`src/design/fbc_defines.svh`:
```
// Constants for the flash bus host controller.
// Assumes a 10 MHz clock; included by its bare name.
`ifndef FBC_DEFINES_SVH
`define FBC_DEFINES_SVH

`define FBC_CLK_NS        100
`define FBC_STROBE_NS     200
`define FBC_STROBE_CYC    ((`FBC_STROBE_NS + `FBC_CLK_NS - 1) / `FBC_CLK_NS)
`define FBC_SYNC_CYC      3
`define FBC_READ_CYC      (`FBC_STROBE_CYC + `FBC_SYNC_CYC)
`define FBC_CMD_READ_ARR  8'hFF
`define FBC_CMD_READ_ID   8'h90
`define FBC_CMD_READ_STAT 8'h70
`define FBC_CMD_CLR_STAT  8'h50
`define FBC_CMD_PROG      8'h40
`define FBC_CMD_ERASE     8'h20
`define FBC_CMD_CONFIRM   8'hD0
`define FBC_CMD_SUSPEND   8'hB0
`define FBC_READY_BIT     7

`endif

```
`src/design/fbc_pkg.sv`:
```
// Types for the flash bus host controller.
// Assumes nothing of its surroundings.
package fbc_pkg;
  typedef enum logic [5:0] {
    FBC_IDLE   = 6'h01,
    FBC_SETUP  = 6'h02,
    FBC_STROBE = 6'h04,
    FBC_HOLD   = 6'h08,
    FBC_SECOND = 6'h10,
    FBC_DONE   = 6'h20
  } fbc_state_e;

  typedef enum logic [1:0] {
    FBC_OP_READ  = 2'h0,
    FBC_OP_WRITE = 2'h1,
    FBC_OP_PROG  = 2'h2,
    FBC_OP_ERASE = 2'h3
  } fbc_op_e;
endpackage

```
`src/design/fbc_host.sv`:
```
// Host-side controller driving a parallel boot-block flash by its pins.
// Assumes a user port giving one request at a time and a device on pins.
`timescale 1ns/100ps
`include "fbc_defines.svh"

module fbc_host (
  input  wire logic        clock,
  input  wire logic        rst_n,
  input  wire logic        req_valid,
  output logic             req_ready,
  input  wire logic [1:0]  req_op,
  input  wire logic [16:0] req_addr,
  input  wire logic [15:0] req_data,
  input  wire logic        req_boot,
  input  wire logic        word_mode,
  input  wire logic        supply_ok,
  input  wire logic        sleep_req,
  input  wire logic        boot_unlock,
  output logic             resp_valid,
  output logic [15:0]      resp_data,
  output logic             resp_refused,
  output logic             deep_sleep_reset_n,
  output logic             unlock_high_level,
  output logic             chip_sel_n,
  output logic             read_en_n,
  output logic             write_en_n,
  output logic             width_word,
  output logic [16:0]      addr,
  output logic [15:0]      dq_out,
  output logic [15:0]      dq_oe,
  input  wire logic [15:0] dq_in
);

  // ---------------------------------------------------------------
  // Pin input synchroniser
  // ---------------------------------------------------------------
  logic [15:0] dq_s1, dq_s2, dq_s3, dq_sync;
  logic [15:0] next_dq_sync;

  always_comb begin
    next_dq_sync = (dq_s2 == dq_s3) ? dq_s3 : dq_sync;
  end

  always_ff @(posedge clock or negedge rst_n) begin
    if (!rst_n) begin
      dq_s1   <= 16'h0000;
      dq_s2   <= 16'h0000;
      dq_s3   <= 16'h0000;
      dq_sync <= 16'h0000;
    end else begin
      dq_s1   <= dq_in;
      dq_s2   <= dq_s1;
      dq_s3   <= dq_s2;
      dq_sync <= next_dq_sync;
    end
  end

  // ---------------------------------------------------------------
  // Cycle sequencer
  // ---------------------------------------------------------------
  fbc_pkg::fbc_state_e state, next_state;
  logic [3:0]  cnt, next_cnt;
  logic [1:0]  op, next_op;
  logic [16:0] a_q, next_a_q;
  logic [15:0] d_q, next_d_q;
  logic        boot_q, next_boot_q;
  logic        wmode_q, next_wmode_q;
  logic        second, next_second;
  logic        resp_v, next_resp_v;
  logic [15:0] rdata, next_rdata;
  logic        refused, next_refused;
  // Program data kept for the second write
  logic [15:0] req_data_hold, next_req_data_hold;

  function automatic logic [7:0] first_cmd(input logic [1:0] o);
    case (o)
      fbc_pkg::FBC_OP_PROG:  first_cmd = `FBC_CMD_PROG;
      fbc_pkg::FBC_OP_ERASE: first_cmd = `FBC_CMD_ERASE;
      default:               first_cmd = 8'h00;
    endcase
  endfunction

  logic two_cycle;
  logic needs_unlock_bad;
  logic busy_read_win;
  assign two_cycle = (req_op == fbc_pkg::FBC_OP_PROG) ||
                     (req_op == fbc_pkg::FBC_OP_ERASE);
  assign needs_unlock_bad = req_boot && !boot_unlock;
  assign busy_read_win = (state == fbc_pkg::FBC_STROBE) &&
                         (op == fbc_pkg::FBC_OP_READ);

  always_comb begin
    next_state   = state;
    next_cnt     = cnt;
    next_op      = op;
    next_a_q     = a_q;
    next_d_q     = d_q;
    next_boot_q  = boot_q;
    next_wmode_q = wmode_q;
    next_second  = second;
    next_resp_v  = 1'b0;
    next_rdata   = rdata;
    next_refused = 1'b0;
    next_req_data_hold = req_data_hold;
    case (state)
      fbc_pkg::FBC_IDLE: begin
        if (req_valid && !sleep_req) begin
          if (two_cycle && (!supply_ok || needs_unlock_bad)) begin
            next_resp_v  = 1'b1;
            next_refused = 1'b1;
          end else begin
            next_state   = fbc_pkg::FBC_SETUP;
            next_op      = req_op;
            next_a_q     = req_addr;
            next_d_q     = two_cycle ? {8'h00, first_cmd(req_op)}
                                     : req_data;
            next_boot_q  = req_boot;
            next_wmode_q = word_mode;
            next_second  = 1'b0;
            next_req_data_hold = req_data;
          end
        end
      end
      fbc_pkg::FBC_SETUP: begin
        next_state = fbc_pkg::FBC_STROBE;
        // Reads hold the strobe until the synchroniser has settled
        next_cnt   = (op == fbc_pkg::FBC_OP_READ) ? 4'(`FBC_READ_CYC)
                                                  : 4'(`FBC_STROBE_CYC);
      end
      fbc_pkg::FBC_STROBE: begin
        if (cnt > 4'h1) begin
          next_cnt = cnt - 4'h1;
        end else begin
          next_state = fbc_pkg::FBC_HOLD;
          if (op == fbc_pkg::FBC_OP_READ) begin
            // byte width keeps only the low lane
            next_rdata = wmode_q ? dq_sync : {8'h00, dq_sync[7:0]};
          end
        end
      end
      fbc_pkg::FBC_HOLD: begin
        if ((op == fbc_pkg::FBC_OP_PROG || op == fbc_pkg::FBC_OP_ERASE)
            && !second) begin
          next_state  = fbc_pkg::FBC_SETUP;
          next_second = 1'b1;
          next_d_q    = (op == fbc_pkg::FBC_OP_ERASE)
                        ? {8'h00, `FBC_CMD_CONFIRM} : req_data_hold;
        end else begin
          next_state  = fbc_pkg::FBC_DONE;
        end
      end
      fbc_pkg::FBC_DONE: begin
        next_state  = fbc_pkg::FBC_IDLE;
        next_resp_v = 1'b1;
      end
      default: next_state = fbc_pkg::FBC_IDLE;
    endcase
  end

  always_ff @(posedge clock or negedge rst_n) begin
    if (!rst_n) begin
      state         <= fbc_pkg::FBC_IDLE;
      cnt           <= 4'h0;
      op            <= 2'h0;
      a_q           <= 17'h00000;
      d_q           <= 16'h0000;
      boot_q        <= 1'b0;
      wmode_q       <= 1'b1;
      second        <= 1'b0;
      resp_v        <= 1'b0;
      rdata         <= 16'h0000;
      refused       <= 1'b0;
      req_data_hold <= 16'h0000;
    end else begin
      state         <= next_state;
      cnt           <= next_cnt;
      op            <= next_op;
      a_q           <= next_a_q;
      d_q           <= next_d_q;
      boot_q        <= next_boot_q;
      wmode_q       <= next_wmode_q;
      second        <= next_second;
      resp_v        <= next_resp_v;
      rdata         <= next_rdata;
      refused       <= next_refused;
      req_data_hold <= next_req_data_hold;
    end
  end

  // ---------------------------------------------------------------
  // Pin drive
  // ---------------------------------------------------------------
  logic is_write;
  logic active;
  assign is_write = (op != fbc_pkg::FBC_OP_READ);
  assign active   = (state == fbc_pkg::FBC_SETUP) ||
                    (state == fbc_pkg::FBC_STROBE) ||
                    (state == fbc_pkg::FBC_HOLD);

  assign req_ready          = (state == fbc_pkg::FBC_IDLE) && !sleep_req;
  assign resp_valid         = resp_v;
  assign resp_data          = rdata;
  assign resp_refused       = refused;
  assign deep_sleep_reset_n = !(sleep_req && state == fbc_pkg::FBC_IDLE);
  assign unlock_high_level  = boot_q && boot_unlock && is_write;
  assign chip_sel_n         = !active;
  assign read_en_n          = !busy_read_win;
  assign write_en_n         = !(state == fbc_pkg::FBC_STROBE && is_write);
  assign width_word         = wmode_q;
  assign addr               = a_q;
  assign dq_out             = d_q;

  genvar gi;
  generate
    for (gi = 0; gi < 16; gi++) begin : g_oe
      // upper lanes never driven in byte width
      assign dq_oe[gi] = active && is_write && (wmode_q || gi < 8);
    end
  endgenerate

  // ---------------------------------------------------------------
  // Checks
  // ---------------------------------------------------------------
  property p_no_contention;
    @(posedge clock) disable iff (!rst_n)
      !read_en_n |-> (dq_oe == 16'h0000) && !chip_sel_n && write_en_n;
  endproperty
  a_no_contention: assert property (p_no_contention)
    else $error("read strobe while host drives data");

  property p_write_shape;
    @(posedge clock) disable iff (!rst_n)
      !write_en_n |-> read_en_n && !chip_sel_n && deep_sleep_reset_n;
  endproperty
  a_write_shape: assert property (p_write_shape)
    else $error("write strobe without select");

  property p_byte_lanes;
    @(posedge clock) disable iff (!rst_n)
      !width_word |-> dq_oe[15:8] == 8'h00;
  endproperty
  a_byte_lanes: assert property (p_byte_lanes)
    else $error("upper lanes driven in byte width");

  property p_idle_deselect;
    @(posedge clock) disable iff (!rst_n)
      state == fbc_pkg::FBC_IDLE |-> chip_sel_n && read_en_n;
  endproperty
  a_idle_deselect: assert property (p_idle_deselect)
    else $error("chip selected while idle");

  property p_supply_refuse;
    @(posedge clock) disable iff (!rst_n)
      state == fbc_pkg::FBC_IDLE && req_valid && !sleep_req && two_cycle
      && !supply_ok |=> resp_refused && resp_valid
      && state == fbc_pkg::FBC_IDLE;
  endproperty
  a_supply_refuse: assert property (p_supply_refuse)
    else $error("program without supply not refused");

  property p_boot_refuse;
    @(posedge clock) disable iff (!rst_n)
      state == fbc_pkg::FBC_IDLE && req_valid && !sleep_req && two_cycle
      && req_boot && !boot_unlock |=> resp_refused;
  endproperty
  a_boot_refuse: assert property (p_boot_refuse)
    else $error("boot write without unlock not refused");

  property p_two_writes;
    @(posedge clock) disable iff (!rst_n)
      $rose(second) |-> $past(dq_out[7:0]) == `FBC_CMD_PROG
      || $past(dq_out[7:0]) == `FBC_CMD_ERASE;
  endproperty
  a_two_writes: assert property (p_two_writes)
    else $error("second write without set-up command");

  property p_strobe_len;
    @(posedge clock) disable iff (!rst_n)
      $fell(write_en_n) |-> !write_en_n [*2] ##1 write_en_n;
  endproperty
  a_strobe_len: assert property (p_strobe_len)
    else $error("write strobe length wrong");

  c_read:   cover property (@(posedge clock) $fell(read_en_n));
  c_prog:   cover property (@(posedge clock)
                           $rose(second) && op == fbc_pkg::FBC_OP_PROG);
  c_erase:  cover property (@(posedge clock)
                           $rose(second) && op == fbc_pkg::FBC_OP_ERASE);
  c_refuse: cover property (@(posedge clock) resp_refused);

endmodule

```
`config.mk`:
```
export PLATFORM = sky130hd
export DESIGN_NAME = fbc_host
export DESIGN_NICKNAME = d
export VERILOG_FILES = /design/src/design/fbc_pkg.sv /design/src/design/fbc_host.sv
export VERILOG_INCLUDE_DIRS = /design/src /design/src/design
export SDC_FILE = /design/constraint.sdc
export NUM_CORES = 1
export LEC_CHECK = 0
export ABC_AREA = 1
export ABC_CLOCK_PERIOD_IN_PS = 2200
export BUFFER_PORTS_ARGS = -buffer_cell sky130_fd_sc_hd__buf_2
export CAP_MARGIN = 20
export CORE_AREA = 10 10 90 171
export DETAILED_ROUTE_END_ITERATION = 6
export DIE_AREA = 0 0 100 181
export GPL_TIMING_DRIVEN = 0
export PLACE_DENSITY = 0.75
export SLEW_MARGIN = 20
export SYNTH_ARGS = -nofsm -noshare
export SYNTH_HDL_FRONTEND = slang
export SYNTH_SLANG_ARGS = --single-unit
```
`constraint.sdc`:
```
create_clock -name clock -period 2.2 [get_ports clock]
set_clock_uncertainty 0.1 [all_clocks]
set_input_delay 0.44 -clock clock [delete_from_list [all_inputs] [get_ports clock]]
set_output_delay 0.44 -clock clock [all_outputs]
set_load 0.005 [all_outputs]
```
### Word level (Yosys, flattened, before mapping)

Cells that the tools add are included.

* $add $sub $neg: 1
* order comparisons: 1
* equal/unequal tests: 15
* muxes and demuxes: 24
* bitwise operators: 2
* reductions and logical operators: 34

Operators by type and width (number)
* $mux W16: 6
* $pmux W16 S2: 1
* $mux W6: 4
* $pmux W6 S4: 1
* $eq A16 B16 Y1: 1
* $pmux W7 S2: 1
* $logic_and A1 B1 Y1: 12
* $reduce_and A3 Y1: 3
* $eq A2 B2 Y1 const B: 4
* $logic_not A1 Y1: 8
* $ne A2 B2 Y1 const B: 4
* $pmux W4 S2: 1
* $eq A6 B1 Y1 const B: 1
* $eq A6 B2 Y1 const B: 1
* $eq A6 B3 Y1 const B: 1
* $eq A6 B4 Y1 const B: 1
* $eq A6 B6 Y1 const B: 1
* $mux W1: 6
* $reduce_bool A2 Y1: 3
* $logic_or A1 B1 Y1: 5
* $gt A4 B1 Y1 const B: 1
* $mux W4: 1
* $pmux W1 S2: 2
* $reduce_and A4 Y1: 1
* 6 further kinds: 7

* bits in registers: 146

### Depth between registers and ports, before layout

* depth in word-level cells: 7
* depth in mapped cells: 10
* gate-level depth less buffers: 9

### Worst setup path after synthesis

OpenSTA, ideal clock, no wires.

* path type: reg2out
* start point: register state[2]
* end point: output dq_oe[10]
* arrival: 1.679 ns
* data required time: 1.660 ns
* setup slack: -0.019 ns
* cell stages (with the launch flop): 8
* buffers on the path: 2
* cells stage by stage: dfrtp_1 -> nor3_4 -> nand2_1 -> clkbuf_1 -> nand3_1 -> nand2_1 -> nor2_1 -> buf_4

* cells in the longest elaborated chain, start to end: 5
* elaborated cells on any way between the ends: 7

RTL lines
* start: declaration: line fbc_host.sv:61 `fbc_pkg::fbc_state_e state, next_state;`
* start signal: assignment: line fbc_host.sv:162 `state <= fbc_pkg::FBC_IDLE;`
* start signal: assignment: line fbc_host.sv:175 `state <= next_state;`
* $eq A6 B2 Y1 or $eq A6 B3 Y1 (tied branches): line fbc_host.sv:196, fbc_host.sv:197
* $logic_or A1 B1 Y1: line fbc_host.sv:196 `assign active = (state == fbc_pkg::FBC_SETUP) ||`
* $logic_or A1 B1 Y1 *: line fbc_host.sv:197 `(state == fbc_pkg::FBC_STROBE) ||`
* $logic_and A1 B1 Y1 * (2 in series)
* end: declaration: line fbc_host.sv:30 `output logic [15:0] dq_oe,`

Every way passes the cells marked *; elsewhere a longest branch is shown, timed or not.

### Worst setup path in the final report

* start point: register state[0]
* end point: output chip_sel_n

* cells in the longest elaborated chain, start to end: 4
* elaborated cells on any way between the ends: 6

RTL lines
* $eq A6 B2 Y1 or $eq A6 B3 Y1 (tied branches): line fbc_host.sv:196, fbc_host.sv:197
* $logic_or A1 B1 Y1: line fbc_host.sv:196
* $logic_or A1 B1 Y1 *: line fbc_host.sv:197
* $logic_not A1 Y1 *: line fbc_host.sv:206 `assign chip_sel_n = !active;`
* end: declaration: line fbc_host.sv:24 `output logic chip_sel_n,`

Marks and branches as above.

==> metrics.md <==
| Metric | Value |
|---|---|
| Leading cell type in the layout, fill and taps excluded | `nand2_1` |
| Period utilization | `1.041` |
| ANT nets after route | `0` |
| Yosys cell types | `34` |
| Syn_nets | `between 700 and 800` |
| Synth-to-Final Area Change | `27.75%` |
| # H-tree levels | `4` |
| Fin worst setup slack | `-0.08991 ns` |
| Vias/cell | `roughly 4.9` |
| CTS root buf | `clkbuf_16` |
| Die Wd | `100 um` |
| Pins over their slew limit | `0` |
| Worst path max stage delay | `0.58 ns` |
| Crit path cell chain | `nor2_4 -> buf_12 -> nand2_4 -> nand3_4 -> buf_4 -> buf_4 -> inv_1 -> buf_2` |
| # clock sinks | `145` |
| Final hold slack | `0.02599 ns` |
| Post-layout util | `0.6162` |
| Core area | `12,550 um^2` |
| DP Area | `6944 um^2` |
| Global-route wire length before repair | `23.16 mm` |
| Final Critical Period | `2.290 ns` |
| Port bufs | `132` |
| Share of post-route cells with drive strength above 1 | `0.3010` |
| FF-to-FF Start | `state[2]` |
| Failing checks | `setup timing` |
| Die Y | `181 um` |
| 1st-iter DRT viols | `245` |
| Largest net degree at the start of global routing | `101` |
| Hold wc startpoint | `dq_in[9]` |
| Setup violators final | `15` |
| Critical path launch point type | `register` |
| Syn avg cell area | `9.217 um^2` |
| Routed WL | `13.88 mm` |
| Worst setup path category | `reg -> out` |
| Peak supply drop | `0.7847 mV` |
| Initial antenna violation count | `2` |
| Synth Instances | `657` |
| Fin nets | `882` |
| DR vias | `4,788` |
| Crit path arrival time | `roughly 1.8 ns` |
| CP Max Fanout | `3` |
| Max-Cap Viols | `0` |
| Max transition margin | `0.6603` |
| Leak | `0.004376 uW` |
| Hold path depth | `1` |
| CTS tree | `built` |
| Final hold vios | `0` |
| Synth Warn # | `0` |
| Mapped cell area | `6056 um^2` |
| Total gr overflow | `0` |
| Required @ worst endpoint | `~1.7 ns` |
| Num rows | `58` |
| Starting Density | `0.4824` |
| Fmax | `0.4367 GHz` |
| Crit. End Element | `primary output` |
| Worst Tran Pin Value | `0.5095 ns` |
| P per Cell Area | `1159 nW/um^2` |
| Clk buf depth | `2` |
| FF-to-FF setup slack | `~0.29 ns` |
| Pwr Total | `between 8000 and 9000 uW` |
| Hold path endpoint | `dq_s1[9]` |
| RSZ-0062 raised after global routing | `yes` |
| Most frequent CP cell | `buf_4` |
| Total GRT Usage | `0.1584` |
| Drt pass-1 iters | `4` |
| Final instance area | `7736 um^2` |
| # IOs | `133` |
| Clock latency at the later pin of the worst-skew pair | `0.41 ns` |
| Worst slack, placed | `-0.3232 ns` |
| GPL Wtd Cong | `0.8497` |
| Min-Delay Path Class | `in -> reg` |
| FF-to-FF End | `dq_out[9]` |
| CP max stage cell | `dfstp_2` |
| Post-synthesis sequential area ratio | `0.5996` |
| Vias in the first global route | `4,877` |
| Inserted Clock Buffers | `17` |
| R2R cell count | `10` |
| Number of diodes | `0` |
| Die footprint | `18,100 um^2` |
| WL/cell | `14.11 um` |
| Reg clk slew, reported paths | `0.06 ns` |
| Status | `complete, but fails checks` |
| Drc violations | `0` |
| Most frequent cells in the layout | `nand2_1, dfrtp_1, buf_2` |
| Synth Register Bits | `about 150` |
| Hpwl dp | `10.26 mm` |
per-stage QoR:
step | TNS (ns) | std cells
3_5_place_dp | -4.357 | 940
4_1_cts | -1.629 | 980
3_3_place_gp | -204.82 | 939
2_1_floorplan | 0 | 657
6_report | -1.209 | 984
5_1_grt | -2.551 | 984
how the worst max path moves through the flow:
stage / start / endpoint
after detailed placement: state[2] / dq_oe[10]
after CTS: state[1] / dq_oe[10]
final: state[0] / chip_sel_n
after floorplan: state[2] / dq_oe[10]
after global placement: rst_n / dq_out[4]
after global routing: state[5] / dq_oe[13]
kinds of logic after synthesis:
kind of cell / after synthesis / synth area share
flops: 145 / 0.5996
buf+inv: 118 / 0.09566
compound gates: 63 / 0.05930
fa+ha+maj: 2 / 0.004132
xor+xnor: 1 / 0.001447
simple gates: 328 / 0.2399
layer usage:
| metal | wire [um] | part of all wire | vias up | track usage |
|---|---|---|---|---|
| met1 | 5116 | 0.37 | 2222 | 0.1658 |
| li1 | - | - | 2382 | - |
| met4 | 287 | 0.021 | 4 | 0.06477 |
| met5 | 28 | 0.0020 | - | 0 |
| met2 | 7372 | 0.53 | 151 | 0.2700 |
| met3 | 1074 | 0.077 | 29 | 0.06611 |
worst max-delay path: cells and delay by family (launching register included):
family        cells  cell delay (ns)
flops             1             0.58
simple gates      3             0.22
buf+inv           5             0.54
flip-flops by register name (all words and copies together) (netlist names):
signal and cells:
resp_refused 1, resp_data 16, state 5, dq_s1 16
second 1, dq_out 16, addr 17, resp_valid 1
dq_s3 16, width_word 1, dq_sync 16, op 2
boot_q 1, cnt 4, dq_s2 16, req_data_hold 16
repair_timing:
action / 4_1_cts / 5_1_grt
setup buffers: 9 / 4
hold buffers: 1 / 0
endpoints found under the setup margin: 19 / 19
gates cloned: 0 / 0
resized for setup: 10 / 8
pin swaps: 6 / 5
endpoints found under the hold margin: 44 / 0
power by group:
part	internal, uW	switching [uW]
Clock	1830	1170
Combinational	998	1360
Sequential	3250	365
synth_stat cells (all sizes together):
library cell | instances | area (um^2)
dfrtp | 143 | 3578
nor3 | 3 | 31.28
nand3 | 59 | 300.3
xnor2 | 1 | 8.760
nand2 | 214 | 825.8
nor2 | 35 | 160.2
clkbuf | 2 | 7.510
o21a | 2 | 15.01
o211ai | 2 | 15.01
dfstp | 2 | 52.55
nand3b | 1 | 7.510
o21ai | 57 | 319.1
a21oi | 2 | 10.01
buf | 36 | 271.5
ha | 2 | 25.02
nand4 | 15 | 121.4
nor4 | 1 | 6.260
inv | 80 | 300.3
final cells by class:
cell class / count / area (um^2)
plain buffers: 36 / 275.3
inverters: 80 / 300.3
multi-input cells: 394 / 1891
fillers: 1087 / 4818
repair buffers: 147 / 828.3
well taps: 150 / 187.7
clock buffers: 18 / 429.2
clock inverters: 14 / 191.4
flip-flops and latches: 145 / 3633
Note: power is estimated with default switching activity, not from simulation.
